--- config.mk ---
export PLATFORM = sky130hd
export DESIGN_NAME = tbes_seq
export DESIGN_NICKNAME = d
export VERILOG_FILES = /design/src/tbes_pkg.sv /design/src/tbes_seq.sv
export VERILOG_INCLUDE_DIRS = /design/src
export SDC_FILE = /design/constraint.sdc
export NUM_CORES = 1
export LEC_CHECK = 0
export ABC_AREA = 1
export BUFFER_PORTS_ARGS = -buffer_cell sky130_fd_sc_hd__buf_4
export CAP_MARGIN = 20
export CORE_AREA = 2 2 109 111
export DETAILED_ROUTE_END_ITERATION = 8
export DIE_AREA = 0 0 111 113
export GPL_TIMING_DRIVEN = 0
export PLACE_DENSITY = 0.83
export SYNTH_ARGS = -nofsm -noshare
export SYNTH_HDL_FRONTEND = slang
export SYNTH_SLANG_ARGS = --single-unit
export TNS_END_PERCENT = 10
--- constraint.sdc ---
create_clock -name sys_clk_in -period 5.1 [get_ports sys_clk_in]
set_input_delay 0 -clock sys_clk_in [delete_from_list [all_inputs] [get_ports sys_clk_in]]
set_output_delay 0 -clock sys_clk_in [all_outputs]
set_load 0.03 [all_outputs]
--- src/tbes_map.svh ---
// constants for the text buffer edit sequencer
// Function
// - phase two sets push reset hold-off
// - phase two loads key char, cursor to memaddr
// - phases three/four write prefix from buffer
// - phase four sets push, memaddr addressing
// - phase four clears insert-two, memaddr plus one
// - phase five records end marker seen
// - late five: display to buffer, latch to display
// - cycle two writes buffer, clears hold-off
// - cycle two repeats both late transfers
// - cycle three: memaddr up, cursor plus two, stop
// - push done gives load complete, clears busy
// - pull edit shifts later text back one
// - first pull cycle writes key char over prefix
// - cursor pull cycle restores, loads display
// - memaddr pull cycle writes display until end
// - end: memaddr one past, cursor two past
// - keyboards locked until two display sequences
// - first display sequence suppresses save
// - next fetch reloads cursor plus one
// - second display sequence releases keyboards
// - strobe sets per-monitor load flag too
// - single slot over prefix starts pull edit
`ifndef TBES_MAP_SVH
`define TBES_MAP_SVH
`define TBES_REG_CURSOR 4'h0
`define TBES_REG_STATUS 4'h4
`define TBES_REG_MEMADDR 4'h8
`define TBES_END_MARKER 6'h3f
`define TBES_PREFIX_CODE 6'h3e
`define TBES_PH_IDLE 3'h0
`define TBES_PH_ONE 3'h1
`define TBES_PH_TWO 3'h2
`define TBES_PH_THREE 3'h3
`define TBES_PH_FOUR 3'h4
`define TBES_PH_FIVE 3'h5
`define TBES_PH_FIVE_LATE 3'h6
`define TBES_RST_ADDR 10'h000
`define TBES_RST_CHAR 6'h00
`define TBES_ST_BUSY 4
`define TBES_ST_HOLD 5
`define TBES_ST_PUSH 6
`define TBES_ST_DONE 7
`endif

--- src/tbes_pkg.sv ---
// types for the text buffer edit sequencer
package tbes_pkg;
  typedef enum logic [3:0] {
    TBES_IDLE = 4'b0000,
    TBES_P2_CYC1 = 4'b0001,
    TBES_P2_CYC2 = 4'b0010,
    TBES_P2_CYC3 = 4'b0011,
    TBES_PL_FIRST = 4'b0100,
    TBES_PL_CUR = 4'b0101,
    TBES_PL_MEM = 4'b0110,
    TBES_FX_DISP1 = 4'b0111,
    TBES_FX_FETCH = 4'b1000,
    TBES_FX_DISP2 = 4'b1001
  } tbes_state_e;

  typedef struct packed {
    tbes_state_e st;
    logic [2:0] ph;
    logic [9:0] cur;
    logic [9:0] ma;
    logic [5:0] kch;
    logic [5:0] disp;
    logic [5:0] bufr;
    logic [5:0] rl;
    logic holdoff;
    logic end_seen;
    logic push;
    logic ins_two;
    logic rep_one;
    logic done;
    logic last;
    logic busy;
    logic hold;
    logic delete_next_flag;
    logic keyboard_load_complete;
    logic save_sup;
    logic [1:0] mon;
    logic [3:0] lpf;
    logic [3:0] ldf;
    logic mrd;
    logic mwr;
    logic [9:0] maddr;
    logic [5:0] mwd;
    logic [15:0] rdat;
  } tbes_state_s;
endpackage

--- src/tbes_seq.sv ---
// memory cycle sequencer for push-by-two and pull-by-one replace edits
//
// Implementation choices: the register addresses and the plain strobed port.
`include "tbes_map.svh"
module tbes_seq (
  input wire logic sys_clk_in,
  input wire logic sys_rst_in,
  input wire logic kb_strobe_in,
  input wire logic [5:0] kb_char_in,
  input wire logic kb_two_slot_in,
  input wire logic [1:0] kb_monitor_in,
  input wire logic cursor_over_end_in,
  input wire logic cursor_over_prefix_in,
  input wire logic [5:0] mem_rdata_in,
  input wire logic [3:0] display_done_in,
  input wire logic [3:0] fetch_seq_in,
  input wire logic [9:0] saved_cursor_in,
  input wire logic [3:0] reg_addr_in,
  input wire logic [15:0] reg_wdata_in,
  input wire logic reg_wr_in,
  input wire logic reg_rd_in,
  output logic [9:0] mem_addr_out,
  output logic mem_rd_out,
  output logic mem_wr_out,
  output logic [5:0] mem_wdata_out,
  output logic push_active_out,
  output logic kb_busy_out,
  output logic kb_load_complete_out,
  output logic kb_release_hold_out,
  output logic save_suppress_out,
  output logic [3:0] load_pending_out,
  output logic [3:0] per_monitor_load_out,
  output logic [15:0] reg_rdata_out
);
  timeunit 1ns;
  timeprecision 1ps;

  tbes_pkg::tbes_state_s s_reg;
  tbes_pkg::tbes_state_s s_next;

  // address counters wrap inside the 1024 location core
  function automatic logic [9:0] bump(input logic [9:0] a, input logic [1:0] n);
    bump = a + {8'h00, n};
  endfunction

  // next-state logic: memory-cycle edits keyed on the current phase, idle and fixup states on strobe and sequence inputs
  always_comb begin
    s_next = s_reg;
    s_next.keyboard_load_complete = 1'b0;
    s_next.save_sup = 1'b0;

    // pending loads end with the display sequence of their monitor
    s_next.lpf = s_reg.lpf & ~display_done_in;
    // per-monitor load flag lives on only while the busy flag does
    if (!s_reg.busy) begin
      s_next.ldf = 4'h0;
    end

    // load complete frees the keyboards unless the release hold stands
    if (s_reg.keyboard_load_complete && !s_reg.hold) begin
      s_next.busy = 1'b0;
      s_next.done = 1'b0;
    end

    // software may park the cursor only while nothing is in flight
    if (reg_wr_in && reg_addr_in == `TBES_REG_CURSOR && s_reg.st == tbes_pkg::TBES_IDLE) begin
      s_next.cur = reg_wdata_in[9:0];
    end

    // the read latch catches the core output at the end of phase two
    if (s_reg.ph == `TBES_PH_TWO) begin
      s_next.rl = mem_rdata_in;
    end

    // the phase counter steps through one memory cycle, late five last
    if (s_reg.ph != `TBES_PH_IDLE) begin
      if (s_reg.ph == `TBES_PH_FIVE_LATE) begin
        s_next.ph = `TBES_PH_ONE;
      end else begin
        s_next.ph = s_reg.ph + 3'h1;
      end
    end

    case (s_reg.st)
      tbes_pkg::TBES_IDLE: begin
        if (kb_strobe_in && !s_reg.busy) begin
          // keyboard_strobe_allow: only a free unit takes a character
          s_next.busy = 1'b1;
          s_next.kch = kb_char_in;
          s_next.mon = kb_monitor_in;
          s_next.lpf[kb_monitor_in] = 1'b1;
          s_next.ldf[kb_monitor_in] = 1'b1;
          if (kb_two_slot_in && cursor_over_end_in) begin
            s_next.ins_two = 1'b1;
            s_next.st = tbes_pkg::TBES_P2_CYC1;
            s_next.ph = `TBES_PH_ONE;
          end else if (!kb_two_slot_in && cursor_over_prefix_in) begin
            s_next.rep_one = 1'b1;
            s_next.hold = 1'b1;
            s_next.delete_next_flag = 1'b1;
            s_next.st = tbes_pkg::TBES_PL_FIRST;
            s_next.ph = `TBES_PH_ONE;
          end else begin
            // other edits belong elsewhere; just hand the keyboard back
            s_next.keyboard_load_complete = 1'b1;
          end
        end
      end

      tbes_pkg::TBES_P2_CYC1: begin
        case (s_reg.ph)
          `TBES_PH_ONE: begin
            s_next.bufr = `TBES_PREFIX_CODE;
          end
          `TBES_PH_TWO: begin
            // hold-off keeps push from seeing set and reset at phase four
            s_next.holdoff = 1'b1;
            s_next.disp = s_reg.kch;
            s_next.ma = s_reg.cur;
          end
          `TBES_PH_FOUR: begin
            s_next.push = 1'b1;
            s_next.ins_two = 1'b0;
            s_next.ma = bump(s_reg.ma, 2'h1);
          end
          `TBES_PH_FIVE: begin
            s_next.end_seen = 1'b1;
          end
          `TBES_PH_FIVE_LATE: begin
            s_next.bufr = s_reg.disp;
            s_next.disp = s_reg.rl;
            s_next.st = tbes_pkg::TBES_P2_CYC2;
          end
          default: begin
          end
        endcase
      end

      tbes_pkg::TBES_P2_CYC2: begin
        case (s_reg.ph)
          `TBES_PH_FOUR: begin
            s_next.ma = bump(s_reg.ma, 2'h1);
          end
          `TBES_PH_FIVE: begin
            s_next.holdoff = 1'b0;
          end
          `TBES_PH_FIVE_LATE: begin
            // the read character is not needed, but loading it is harmless
            s_next.bufr = s_reg.disp;
            s_next.disp = s_reg.rl;
            s_next.st = tbes_pkg::TBES_P2_CYC3;
          end
          default: begin
          end
        endcase
      end

      tbes_pkg::TBES_P2_CYC3: begin
        if (s_reg.ph == `TBES_PH_FOUR) begin
          s_next.ma = bump(s_reg.ma, 2'h1);
          s_next.cur = bump(s_reg.cur, 2'h2);
          // a hold-off still set here would mean cycle two never reached phase five
          if (!s_reg.holdoff && s_reg.end_seen) begin
            // push reset stops cycles; late transfers never happen
            s_next.push = 1'b0;
            s_next.end_seen = 1'b0;
            s_next.ph = `TBES_PH_IDLE;
            s_next.st = tbes_pkg::TBES_IDLE;
            s_next.done = 1'b1;
            s_next.keyboard_load_complete = 1'b1;
          end
        end
      end

      tbes_pkg::TBES_PL_FIRST: begin
        case (s_reg.ph)
          `TBES_PH_ONE: begin
            s_next.disp = s_reg.kch;
          end
          `TBES_PH_FOUR: begin
            s_next.cur = bump(s_reg.cur, 2'h1);
          end
          `TBES_PH_FIVE: begin
            // both now point past the prefix; cursor moves one ahead next
            s_next.ma = s_reg.cur;
            s_next.delete_next_flag = 1'b0;
          end
          `TBES_PH_FIVE_LATE: begin
            s_next.cur = bump(s_reg.cur, 2'h1);
            s_next.rep_one = 1'b0;
            s_next.st = tbes_pkg::TBES_PL_CUR;
          end
          default: begin
          end
        endcase
      end

      tbes_pkg::TBES_PL_CUR: begin
        case (s_reg.ph)
          `TBES_PH_FOUR: begin
            s_next.cur = bump(s_reg.cur, 2'h1);
            if (s_reg.rl == `TBES_END_MARKER) begin
              s_next.last = 1'b1;
            end
          end
          `TBES_PH_FIVE_LATE: begin
            s_next.disp = s_reg.rl;
            s_next.st = tbes_pkg::TBES_PL_MEM;
          end
          default: begin
          end
        endcase
      end

      tbes_pkg::TBES_PL_MEM: begin
        case (s_reg.ph)
          `TBES_PH_FOUR: begin
            s_next.ma = bump(s_reg.ma, 2'h1);
          end
          `TBES_PH_FIVE_LATE: begin
            if (s_reg.last) begin
              // end marker has been moved; now repair the cursor
              s_next.last = 1'b0;
              s_next.ph = `TBES_PH_IDLE;
              s_next.st = tbes_pkg::TBES_FX_DISP1;
            end else begin
              s_next.st = tbes_pkg::TBES_PL_CUR;
            end
          end
          default: begin
          end
        endcase
      end

      tbes_pkg::TBES_FX_DISP1: begin
        // the stored cursor must not be replaced by the wrong address
        if (display_done_in[s_reg.mon]) begin
          s_next.save_sup = 1'b1;
          s_next.st = tbes_pkg::TBES_FX_FETCH;
        end
      end

      tbes_pkg::TBES_FX_FETCH: begin
        if (fetch_seq_in[s_reg.mon]) begin
          s_next.cur = bump(saved_cursor_in, 2'h1);
          s_next.st = tbes_pkg::TBES_FX_DISP2;
        end
      end

      tbes_pkg::TBES_FX_DISP2: begin
        if (display_done_in[s_reg.mon]) begin
          s_next.hold = 1'b0;
          s_next.busy = 1'b0;
          s_next.st = tbes_pkg::TBES_IDLE;
        end
      end

      default: begin
        s_next.st = tbes_pkg::TBES_IDLE;
        s_next.ph = `TBES_PH_IDLE;
      end
    endcase

    // core strobes: read in phases one and two, write in three and four
    s_next.mrd = (s_next.ph == `TBES_PH_ONE) || (s_next.ph == `TBES_PH_TWO);
    s_next.mwr = (s_next.ph == `TBES_PH_THREE) || (s_next.ph == `TBES_PH_FOUR);

    // memaddr_select while push is active or in a memaddr pull cycle
    if (s_next.push || s_next.st == tbes_pkg::TBES_PL_MEM) begin
      s_next.maddr = s_next.ma;
    end else begin
      s_next.maddr = s_next.cur;
    end

    // write source: buffer for push, latch for cursor pull, else display
    case (s_next.st)
      tbes_pkg::TBES_P2_CYC1,
      tbes_pkg::TBES_P2_CYC2,
      tbes_pkg::TBES_P2_CYC3: begin
        s_next.mwd = s_next.bufr;
      end
      tbes_pkg::TBES_PL_CUR: begin
        s_next.mwd = s_next.rl;
      end
      default: begin
        s_next.mwd = s_next.disp;
      end
    endcase
    if (!s_next.mwr) begin
      s_next.mwd = `TBES_RST_CHAR;
    end

    // register read data stands only in the cycle after the strobe
    s_next.rdat = 16'h0000;
    if (reg_rd_in) begin
      case (reg_addr_in)
        `TBES_REG_CURSOR: begin
          s_next.rdat = {6'h00, s_reg.cur};
        end
        `TBES_REG_STATUS: begin
          // state code in the low nibble, flags above it, upper byte zero
          s_next.rdat[3:0] = s_reg.st;
          s_next.rdat[`TBES_ST_BUSY] = s_reg.busy;
          s_next.rdat[`TBES_ST_HOLD] = s_reg.hold;
          s_next.rdat[`TBES_ST_PUSH] = s_reg.push;
          s_next.rdat[`TBES_ST_DONE] = s_reg.done;
        end
        `TBES_REG_MEMADDR: begin
          s_next.rdat = {6'h00, s_reg.ma};
        end
        default: begin
          s_next.rdat = 16'h0000;
        end
      endcase
    end
  end

  // one register bank for all state; reset puts everything idle
  always_ff @(posedge sys_clk_in) begin
    if (sys_rst_in) begin
      s_reg <= '{st: tbes_pkg::TBES_IDLE, ph: `TBES_PH_IDLE,
                 cur: `TBES_RST_ADDR, ma: `TBES_RST_ADDR, maddr: `TBES_RST_ADDR,
                 kch: `TBES_RST_CHAR, disp: `TBES_RST_CHAR, bufr: `TBES_RST_CHAR,
                 rl: `TBES_RST_CHAR, mwd: `TBES_RST_CHAR,
                 mon: 2'h0, lpf: 4'h0, ldf: 4'h0, rdat: 16'h0000, default: 1'b0};
    end else begin
      s_reg <= s_next;
    end
  end

  // every output is a field of the state register
  assign mem_addr_out = s_reg.maddr;
  assign mem_rd_out = s_reg.mrd;
  assign mem_wr_out = s_reg.mwr;
  assign mem_wdata_out = s_reg.mwd;
  assign push_active_out = s_reg.push;
  assign kb_busy_out = s_reg.busy;
  assign kb_load_complete_out = s_reg.keyboard_load_complete;
  assign kb_release_hold_out = s_reg.hold;
  assign save_suppress_out = s_reg.save_sup;
  assign load_pending_out = s_reg.lpf;
  assign per_monitor_load_out = s_reg.ldf;
  assign reg_rdata_out = s_reg.rdat;

endmodule

==> results.sh, run 1 <==
export IMPL_slowest_stage="a21oi_1"
export IMPL_synth_top_flop_cell="dfxtp_1"
export IMPL_cts_root_buf="clkbuf_16"
export IMPL_switching_share_pct=32.4
export IMPL_start_util_pct=60.0
export IMPL_maxCapViolations=0
export IMPL_synth_seq_cells=98
export IMPL_top_usage_layer="met2"
export IMPL_fin_crit_sh_pct=46.1
export IMPL_peakVddDrop_mv=0.275
export IMPL_grt_pass1_vias=7166
export IMPL_power_net_switching_w=0.000641
export IMPL_cp_startpoint="s_reg[106]"
export IMPL_hold_viol=0
export IMPL_ios=107
export IMPL_grt_max_degree=19
export IMPL_fin_crit_ns=2.35
export IMPL_final_setup_tns_ns=0
export IMPL_wirelength_um=22600
export IMPL_cts_tree="built"
export IMPL_rsz0062_at_grt="false"
export IMPL_fill_cells=969
export IMPL_area_growth_pct=21.6
export IMPL_drtIter0Drc=827
export IMPL_syn_area_per_cell_um2=6.17
export IMPL_rows=39
export IMPL_endpoint="mem_addr_out[9]"
export IMPL_setup_viol=0
export IMPL_crit_chain="nor2_4, nand2_1, nand2_1, a21oi_1, nand2_1, nand2_1, nand2_1, nand2_1, nor2_1"
export IMPL_total_power_w=0.00198
export IMPL_crit_fanout=7
export IMPL_ff2ff_setup_slack_ns=2.75
export IMPL_p_comb_share_pct=21.3
export IMPL_slowest_delay_ns=0.71
export IMPL_yosysTopAreaCell="dfxtp_1"
export IMPL_seqPwrFrac_pct=42.0
export IMPL_slew_violations=0
export IMPL_cpMostUsedCell="nand2_1"
export IMPL_drc=0
export IMPL_synthDistinctLibCells=44
export IMPL_wire_per_inst_um=16.4
export IMPL_final_antenna_net_count=0
export IMPL_syn_inst=1097
export IMPL_grt_pass1_wl_um=36000
export IMPL_p_leak_nw=4.03
export IMPL_die_w_um=111
export IMPL_status="finished clean"
export IMPL_antenna_found_initial=0
export IMPL_r2r_start="s_reg[106]"
export IMPL_die_h_um=113
export IMPL_synth_edf_count=0
export IMPL_vias=7865
export IMPL_fin_nets=1297
export IMPL_critPathCaptureType="flip-flop"
export IMPL_clk_pin_slew_ns=0.07
export IMPL_seq_area_frac_synth_pct=29.0
export IMPL_cts_htree_levels=3
export IMPL_antenna_cells=0
export IMPL_avgViaCountPerCell=5.70
export IMPL_portBuffers=93
export IMPL_clockPowerShare_pct=36.7
export IMPL_rr_endpoint="mem_addr_out[9]"
export IMPL_overflow=0
export IMPL_dp_hpwl_um=16500
export IMPL_worstSkewPairLatency_ns=0.36
export IMPL_floorplan_core_area_um2=11300
export IMPL_yosysWarnings=0
export IMPL_max_slew_margin_rel_pct=34.4
export IMPL_numClockSinks=98
export IMPL_required_ns=5.35
export IMPL_largest_reg_flops=57
export IMPL_power_density_nw_per_um2=241
export IMPL_use_met3_pct=6.48
export IMPL_drive_gt1_share_pct=18.3
export IMPL_intPower_w=0.00134
export IMPL_cts_path_max_buffers=2
export IMPL_hold_path_depth=3
export IMPL_async_flop_share_pct=0
export IMPL_fmax_mhz=426
export IMPL_grt_use_met1_pct=43.6
export IMPL_cp_data_arrival_time_ns=2.59
export IMPL_cts_buffers=9
export IMPL_r2r_cells=9
export IMPL_worst_pin_slew_ns=0.984
export IMPL_skew_ns=0.0102
export IMPL_synth_cell_area_um2=6770
export IMPL_die_area_um2=12500
export IMPL_synth_area_top_cells="dfxtp_1 (29%), nand2_1 (15%), nor2_1 (7.7%), inv_1 (7.3%), nand3_1 (7.2%)"
export IMPL_routabilityCongestion=1.01
export IMPL_firstDrtPassIters=7
export IMPL_hp_class="primary input to flip-flop"
export IMPL_gr_usage_met2_pct=59.2
export IMPL_track_usage_pct=36.1
export IMPL_critPathLaunchType="flip-flop"
export IMPL_worstSetupPathType="flip-flop to flip-flop"
export IMPL_synth_top_area_share_pct=29.0
[stage by stage]
stage / hold slack, ns / cell area [um^2] / util, % / instances / setup WS [ns]
4_1_cts: 0.0103 / 8230 / 73.0 / 1380 / 2.83
5_1_grt: 0.0573 / 8230 / 73.0 / 1380 / 2.62
2_1_floorplan: 0.135 / 6790 / - / 1102 / 3.26
6_report: 0.0221 / 8230 / 73.0 / 1380 / 2.75
3_3_place_gp: 0.221 / 7660 / 68.0 / 1338 / 2.84
3_5_place_dp: 0.228 / 7670 / 68.0 / 1339 / 2.85
[routing by layer]
metal,part of all wire (%),wire (um)
met4,6.2,1400
met1,39,8800
met2,46,10300
met3,9.0,2030
met5,0,0
[worst max-delay path: cells and delay by family (launching register included)]
family,cells,cell delay (ns)
flip-flops,1,0.55
AO/OA/AOI/OAI,1,0.71
AND/OR/NAND/NOR,8,0.97
[cells by family (layout without fill, tap and decap cells)]
family / after synthesis / count (layout) / share of synthesized area, %
flops: 98 / 98 / 29.0
other cells: 1 / 6 / 0.0554
compound gates: 175 / 175 / 14.8
fa+ha+maj: 5 / 5 / 0.924
buf+inv: 214 / 349 / 14.7
xor+xnor: 8 / 8 / 1.04
simple gates: 596 / 596 / 39.4
[cells in the final DEF (no fill, tap or decap), types with 17 or more instances in the layout]
cell           instances
a21oi_1               55
buf_4                137
clkbuf_1              17
dfxtp_1               98
dlygate4sd3_1         25
inv_1                131
nand2_1              274
nand3_1               97
nand4_1               22
nor2_1               139
o211ai_1              19
o21ai_0               74
[cell usage after synthesis (8+ instances only)]
master and number:
o21ai_0 74, buf_2 9, nand3_1 97, nand4_1 22, nand2_1 274, nor2_1 139
nor2_4 8, nand2_2 12, inv_2 10, a21oi_1 55, o221ai_1 9, inv_1 131
o211ai_1 19, dfxtp_1 98, nor2_2 10, clkbuf_1 17, buf_4 44
[cell type report]
| cell class | instances | area, um^2 | share of cell area, % |
|---|---|---|---|
| clock buffers | 9 | 225 | 2.74 |
| repair buffers | 119 | 953 | 11.6 |
| clock inverters | 7 | 83.8 | 1.02 |
| multi-input cells | 790 | 3830 | 46.5 |
| inverters | 142 | 536 | 6.51 |
| well taps | 143 | 179 | 2.17 |
| plain buffers | 72 | 462 | 5.61 |
| flip-flops and latches | 98 | 1960 | 23.8 |
[worst min path at each step]
| stage | from | end | slack, ns |
|---|---|---|---|
| 2_1_floorplan | kb_char_in[0] | s_reg[74] | 0.13 |
| 3_3_place_gp | kb_char_in[5] | s_reg[79] | 0.22 |
| 3_5_place_dp | kb_char_in[1] | s_reg[75] | 0.23 |
| 4_1_cts | reg_wdata_in[7] | s_reg[97] | 0.01 |
| 5_1_grt | kb_two_slot_in | kb_release_hold_out | 0.06 |
| 6_report | reg_wdata_in[7] | s_reg[97] | 0.02 |
[what timing repair did]
item | CTS | global route
hold endpoints to repair | 23 | 0
hold buffers | 25 | 0
gates resized for setup | 0 | 0
buffers inserted | 0 | 0
setup endpoints to repair | 0 | 0
[power groups by stage]
stage | Clock, W | Sequential (W) | Combinational (W)
after floorplan | 0 | 0.000845 | 0.000258
after global placement | 0 | 0.000847 | 0.000389
after detailed placement | 0 | 0.000847 | 0.000393
after CTS | 0.000725 | 0.000830 | 0.000411
after global routing | 0.000759 | 0.000836 | 0.000463
final | 0.000726 | 0.000832 | 0.000422
Note: power is estimated with default switching activity, not from simulation.
==> run 2, diff against run 1 <==
--- a/config.mk
+++ b/config.mk
@@ -6,14 +6,14 @@
 export SDC_FILE = /design/constraint.sdc
 export NUM_CORES = 1
 export LEC_CHECK = 0
-export ABC_AREA = 1
+export ABC_AREA = 0
 export BUFFER_PORTS_ARGS = -buffer_cell sky130_fd_sc_hd__buf_4
 export CAP_MARGIN = 20
-export CORE_AREA = 2 2 109 111
+export CORE_AREA = 2 2 115 117
 export DETAILED_ROUTE_END_ITERATION = 8
-export DIE_AREA = 0 0 111 113
+export DIE_AREA = 0 0 117 119
 export GPL_TIMING_DRIVEN = 0
-export PLACE_DENSITY = 0.83
+export PLACE_DENSITY = 0.76
 export SYNTH_ARGS = -nofsm -noshare
 export SYNTH_HDL_FRONTEND = slang
 export SYNTH_SLANG_ARGS = --single-unit
==> constraint.sdc (replaced) <==
create_clock -name sys_clk_in -period 2.1 [get_ports sys_clk_in]
set_input_delay 0 -clock sys_clk_in [delete_from_list [all_inputs] [get_ports sys_clk_in]]
set_output_delay 0 -clock sys_clk_in [all_outputs]
set_load 0.03 [all_outputs]
==> run 2 against run 1 <==
Effect of this change:
- via count shrank 9.0%
- highest routed layer unchanged
- the run now ends with setup timing left
- clock skew decreased by 0.0022 ns
- critical endpoint is now mem_wdata_out[0]
- global-route usage is 4.6 points lower
- setup slack got worse by 3.0 ns
- synthesized cell count decreased by 27%
- sequential cell count unchanged
==> results.sh, run 2 <==
export IMPL_setup_ws_ns=-0.281
export IMPL_cts_tree="built"
export IMPL_clk_pin_slew_ns=0.07
export IMPL_worst_pin_slew_ns=0.806
export IMPL_peakVddDrop_mv=0.611
export IMPL_synthTopCellsByCount="nor2_1 (99), dfxtp_1 (98), a21oi_1 (66)"
export IMPL_final_antenna_net_count=0
export IMPL_yosysTopAreaCell="dfxtp_1"
export IMPL_power_density_nw_per_um2=532
export IMPL_r2r_start="s_reg[42]"
export IMPL_synthDistinctLibCells=89
export IMPL_final_design_area_no_fill_um2=8870
export IMPL_setup_viol=19
export IMPL_maxCapViolations=0
export IMPL_top_layer="met4"
export IMPL_fin_crit_sh_pct=113
export IMPL_cts_path_max_buffers=2
export IMPL_seq_area_frac_synth_pct=30.6
export IMPL_floorplan_core_area_um2=12900
export IMPL_worstSetupPathType="flip-flop to flip-flop"
export IMPL_synth_edf_count=0
export IMPL_overflow=0
export IMPL_routabilityCongestion=0.967
export IMPL_rows=42
export IMPL_track_usage_pct=31.5
export IMPL_skew_ns=0.00796
export IMPL_firstDrtPassIters=6
export IMPL_grt_pass1_wl_um=34100
export IMPL_wl_met3_um=2250
export IMPL_dpl_instance_area_um2=7350
export IMPL_cp_data_arrival_time_ns=2.67
export IMPL_max_slew_margin_rel_pct=46.3
export IMPL_drive_gt1_share_pct=34.3
export IMPL_fmax_mhz=420
export IMPL_final_common_cell="buf_4"
export IMPL_synth_cell_area_um2=6410
export IMPL_hold_start="reg_wdata_in[0]"
export IMPL_fin_crit_ns=2.38
export IMPL_total_power_w=0.00472
export IMPL_syn_inst=804
export IMPL_avgViaCountPerCell=6.16
export IMPL_cts_buffers=9
export IMPL_grt_pass1_vias=6587
export IMPL_required_ns=2.39
export IMPL_wirelength_um=22900
export IMPL_synth_most_common_cell="nor2_1"
export IMPL_numClockSinks=98
export IMPL_ios=107
export IMPL_largest_reg_flops=57
export IMPL_drtIter0Drc=773
export IMPL_synth_top_flop_cell="dfxtp_1"
export IMPL_area_growth_pct=38.4
export IMPL_die_area_um2=13900
export IMPL_async_flop_share_pct=0
export IMPL_critPathCaptureType="flip-flop"
export IMPL_cp_startpoint="s_reg[42]"
export IMPL_grt_max_degree=18
export IMPL_dp_hpwl_um=14700
export IMPL_wire_per_inst_um=19.7
export IMPL_crit_fanout=3
export IMPL_critPathLaunchType="flip-flop"
export IMPL_wl_met2_um=10600
export IMPL_cts_root_buf="clkbuf_16"
export IMPL_status="complete, but fails checks"
export IMPL_die_w_um=117
export IMPL_vias=7155
export IMPL_final_util_pct=68.9
export IMPL_fin_nets=1046
export IMPL_violations="setup timing"
export IMPL_synth_area_top_cells="dfxtp_1 (31%), mux2i_1 (7.0%), nor2_1 (5.8%), a21oi_1 (5.2%), buf_4 (4.9%)"
export IMPL_start_util_pct=49.8
export IMPL_portBuffers=93
export IMPL_die_h_um=119
export IMPL_yosysWarnings=0
export IMPL_worstSkewPairLatency_ns=0.36
export IMPL_syn_area_per_cell_um2=7.97
export IMPL_drc=0
export IMPL_pre_cts_ws_ns=-0.922
export IMPL_slew_violations=0
export IMPL_hold_viol=0
export IMPL_hp_class="primary input to flip-flop"
export IMPL_antenna_found_initial=0
export IMPL_wl_met1_um=8740
export IMPL_synth_top_area_share_pct=30.6
export IMPL_synth_seq_cells=98
export IMPL_rsz0062_at_grt="true"
export IMPL_p_leak_nw=3.59
export IMPL_antenna_cells=0
export IMPL_cts_htree_levels=3
export IMPL_final_cell_mix="buf_4 (181), nor2_1 (89), dfxtp_1 (87)"
export IMPL_final_setup_tns_ns=-3.25
[run 2: cell types whose count changed after synthesis, sizes merged, moves of 15 or more]
cell / change
nand3: -83
o211ai: -15
mux2i: +45
nand2: -227
inv: -130
nor2: -54
and2: +17
o21ai: -49
nand2b: +16
[run 2: worst paths after layout]
check	end	slack, ns	depth (start not counted)
worst min register to register	per_monitor_load_out[1]	0.47	2
worst max register to register	mem_wdata_out[0]	-0.28	8
worst max-delay path	mem_wdata_out[0]	-0.28	8
worst min-delay path	s_reg[90]	0.05	5
[run 2: cell type report]
type                    instances  area [um^2]
flip-flops and latches         98         1980
clock inverters                 6         71.3
repair buffers                163         1320
multi-input cells             599         4280
plain buffers                  97          703
inverters                      13         61.3
fillers                      1000         4000
well taps                     176          220
clock buffers                  10          239
[run 2: cell families after synthesis]
logic type               count (synthesis)  synth area share (%)
adder cells (fa/ha/maj)                  5                 0.976
multiplexers                            50                  8.32
XOR/XNOR                                21                  2.87
buffers and inverters                  112                  9.99
other                                    1                0.0585
flip-flops                              98                  30.6
AND/OR/NAND/NOR                        302                  23.8
AO/OA/AOI/OAI                          215                  23.4
[run 2: per-stage QoR]
stage / hold slack, ns / std cells
final: 0.0509 / 1162
after global routing: 0.0679 / 1162
after CTS: 0.0472 / 1145
after detailed placement: 0.258 / 1078
after global placement: 0.253 / 1078
after floorplan: 0.136 / 809
[run 2: metal layers]
| layer | vias to the layer above | global-route usage, % |
|---|---|---|
| li1 | 3228 | - |
| met4 | 0 | 15.7 |
| met1 | 3332 | 39.3 |
| met2 | 463 | 50.4 |
| met5 | - | 0 |
| met3 | 132 | 7.68 |
[run 2: power by group]
group	internal, W	total (W)	switching [W]
clock	0.000971	0.00176	0.000793
combinational	0.000423	0.000977	0.000554
sequential	0.00192	0.00198	0.0000559
total	0.00331	0.00472	0.00140
[run 2: worst max-delay path, cell delays in order (launching register included)]
cell and delay [ns]:
dfxtp_4 0.36, mux4_2 0.54, a211o_1 0.39, nor2_4 0.16
buf_4 0.14, o2111ai_4 0.17, buf_4 0.20, o32a_1 0.16
a21boi_1 0.18
[run 2: timing repair]
action | 4_1_cts | 5_1_grt
endpoints found under the setup margin | 52 | 37
cloned | 0 | 0
pin swaps | 31 | 21
gates resized for setup | 119 | 54
setup buffers | 34 | 19
hold endpoints to repair | 20 | 0
hold buffers | 18 | 0
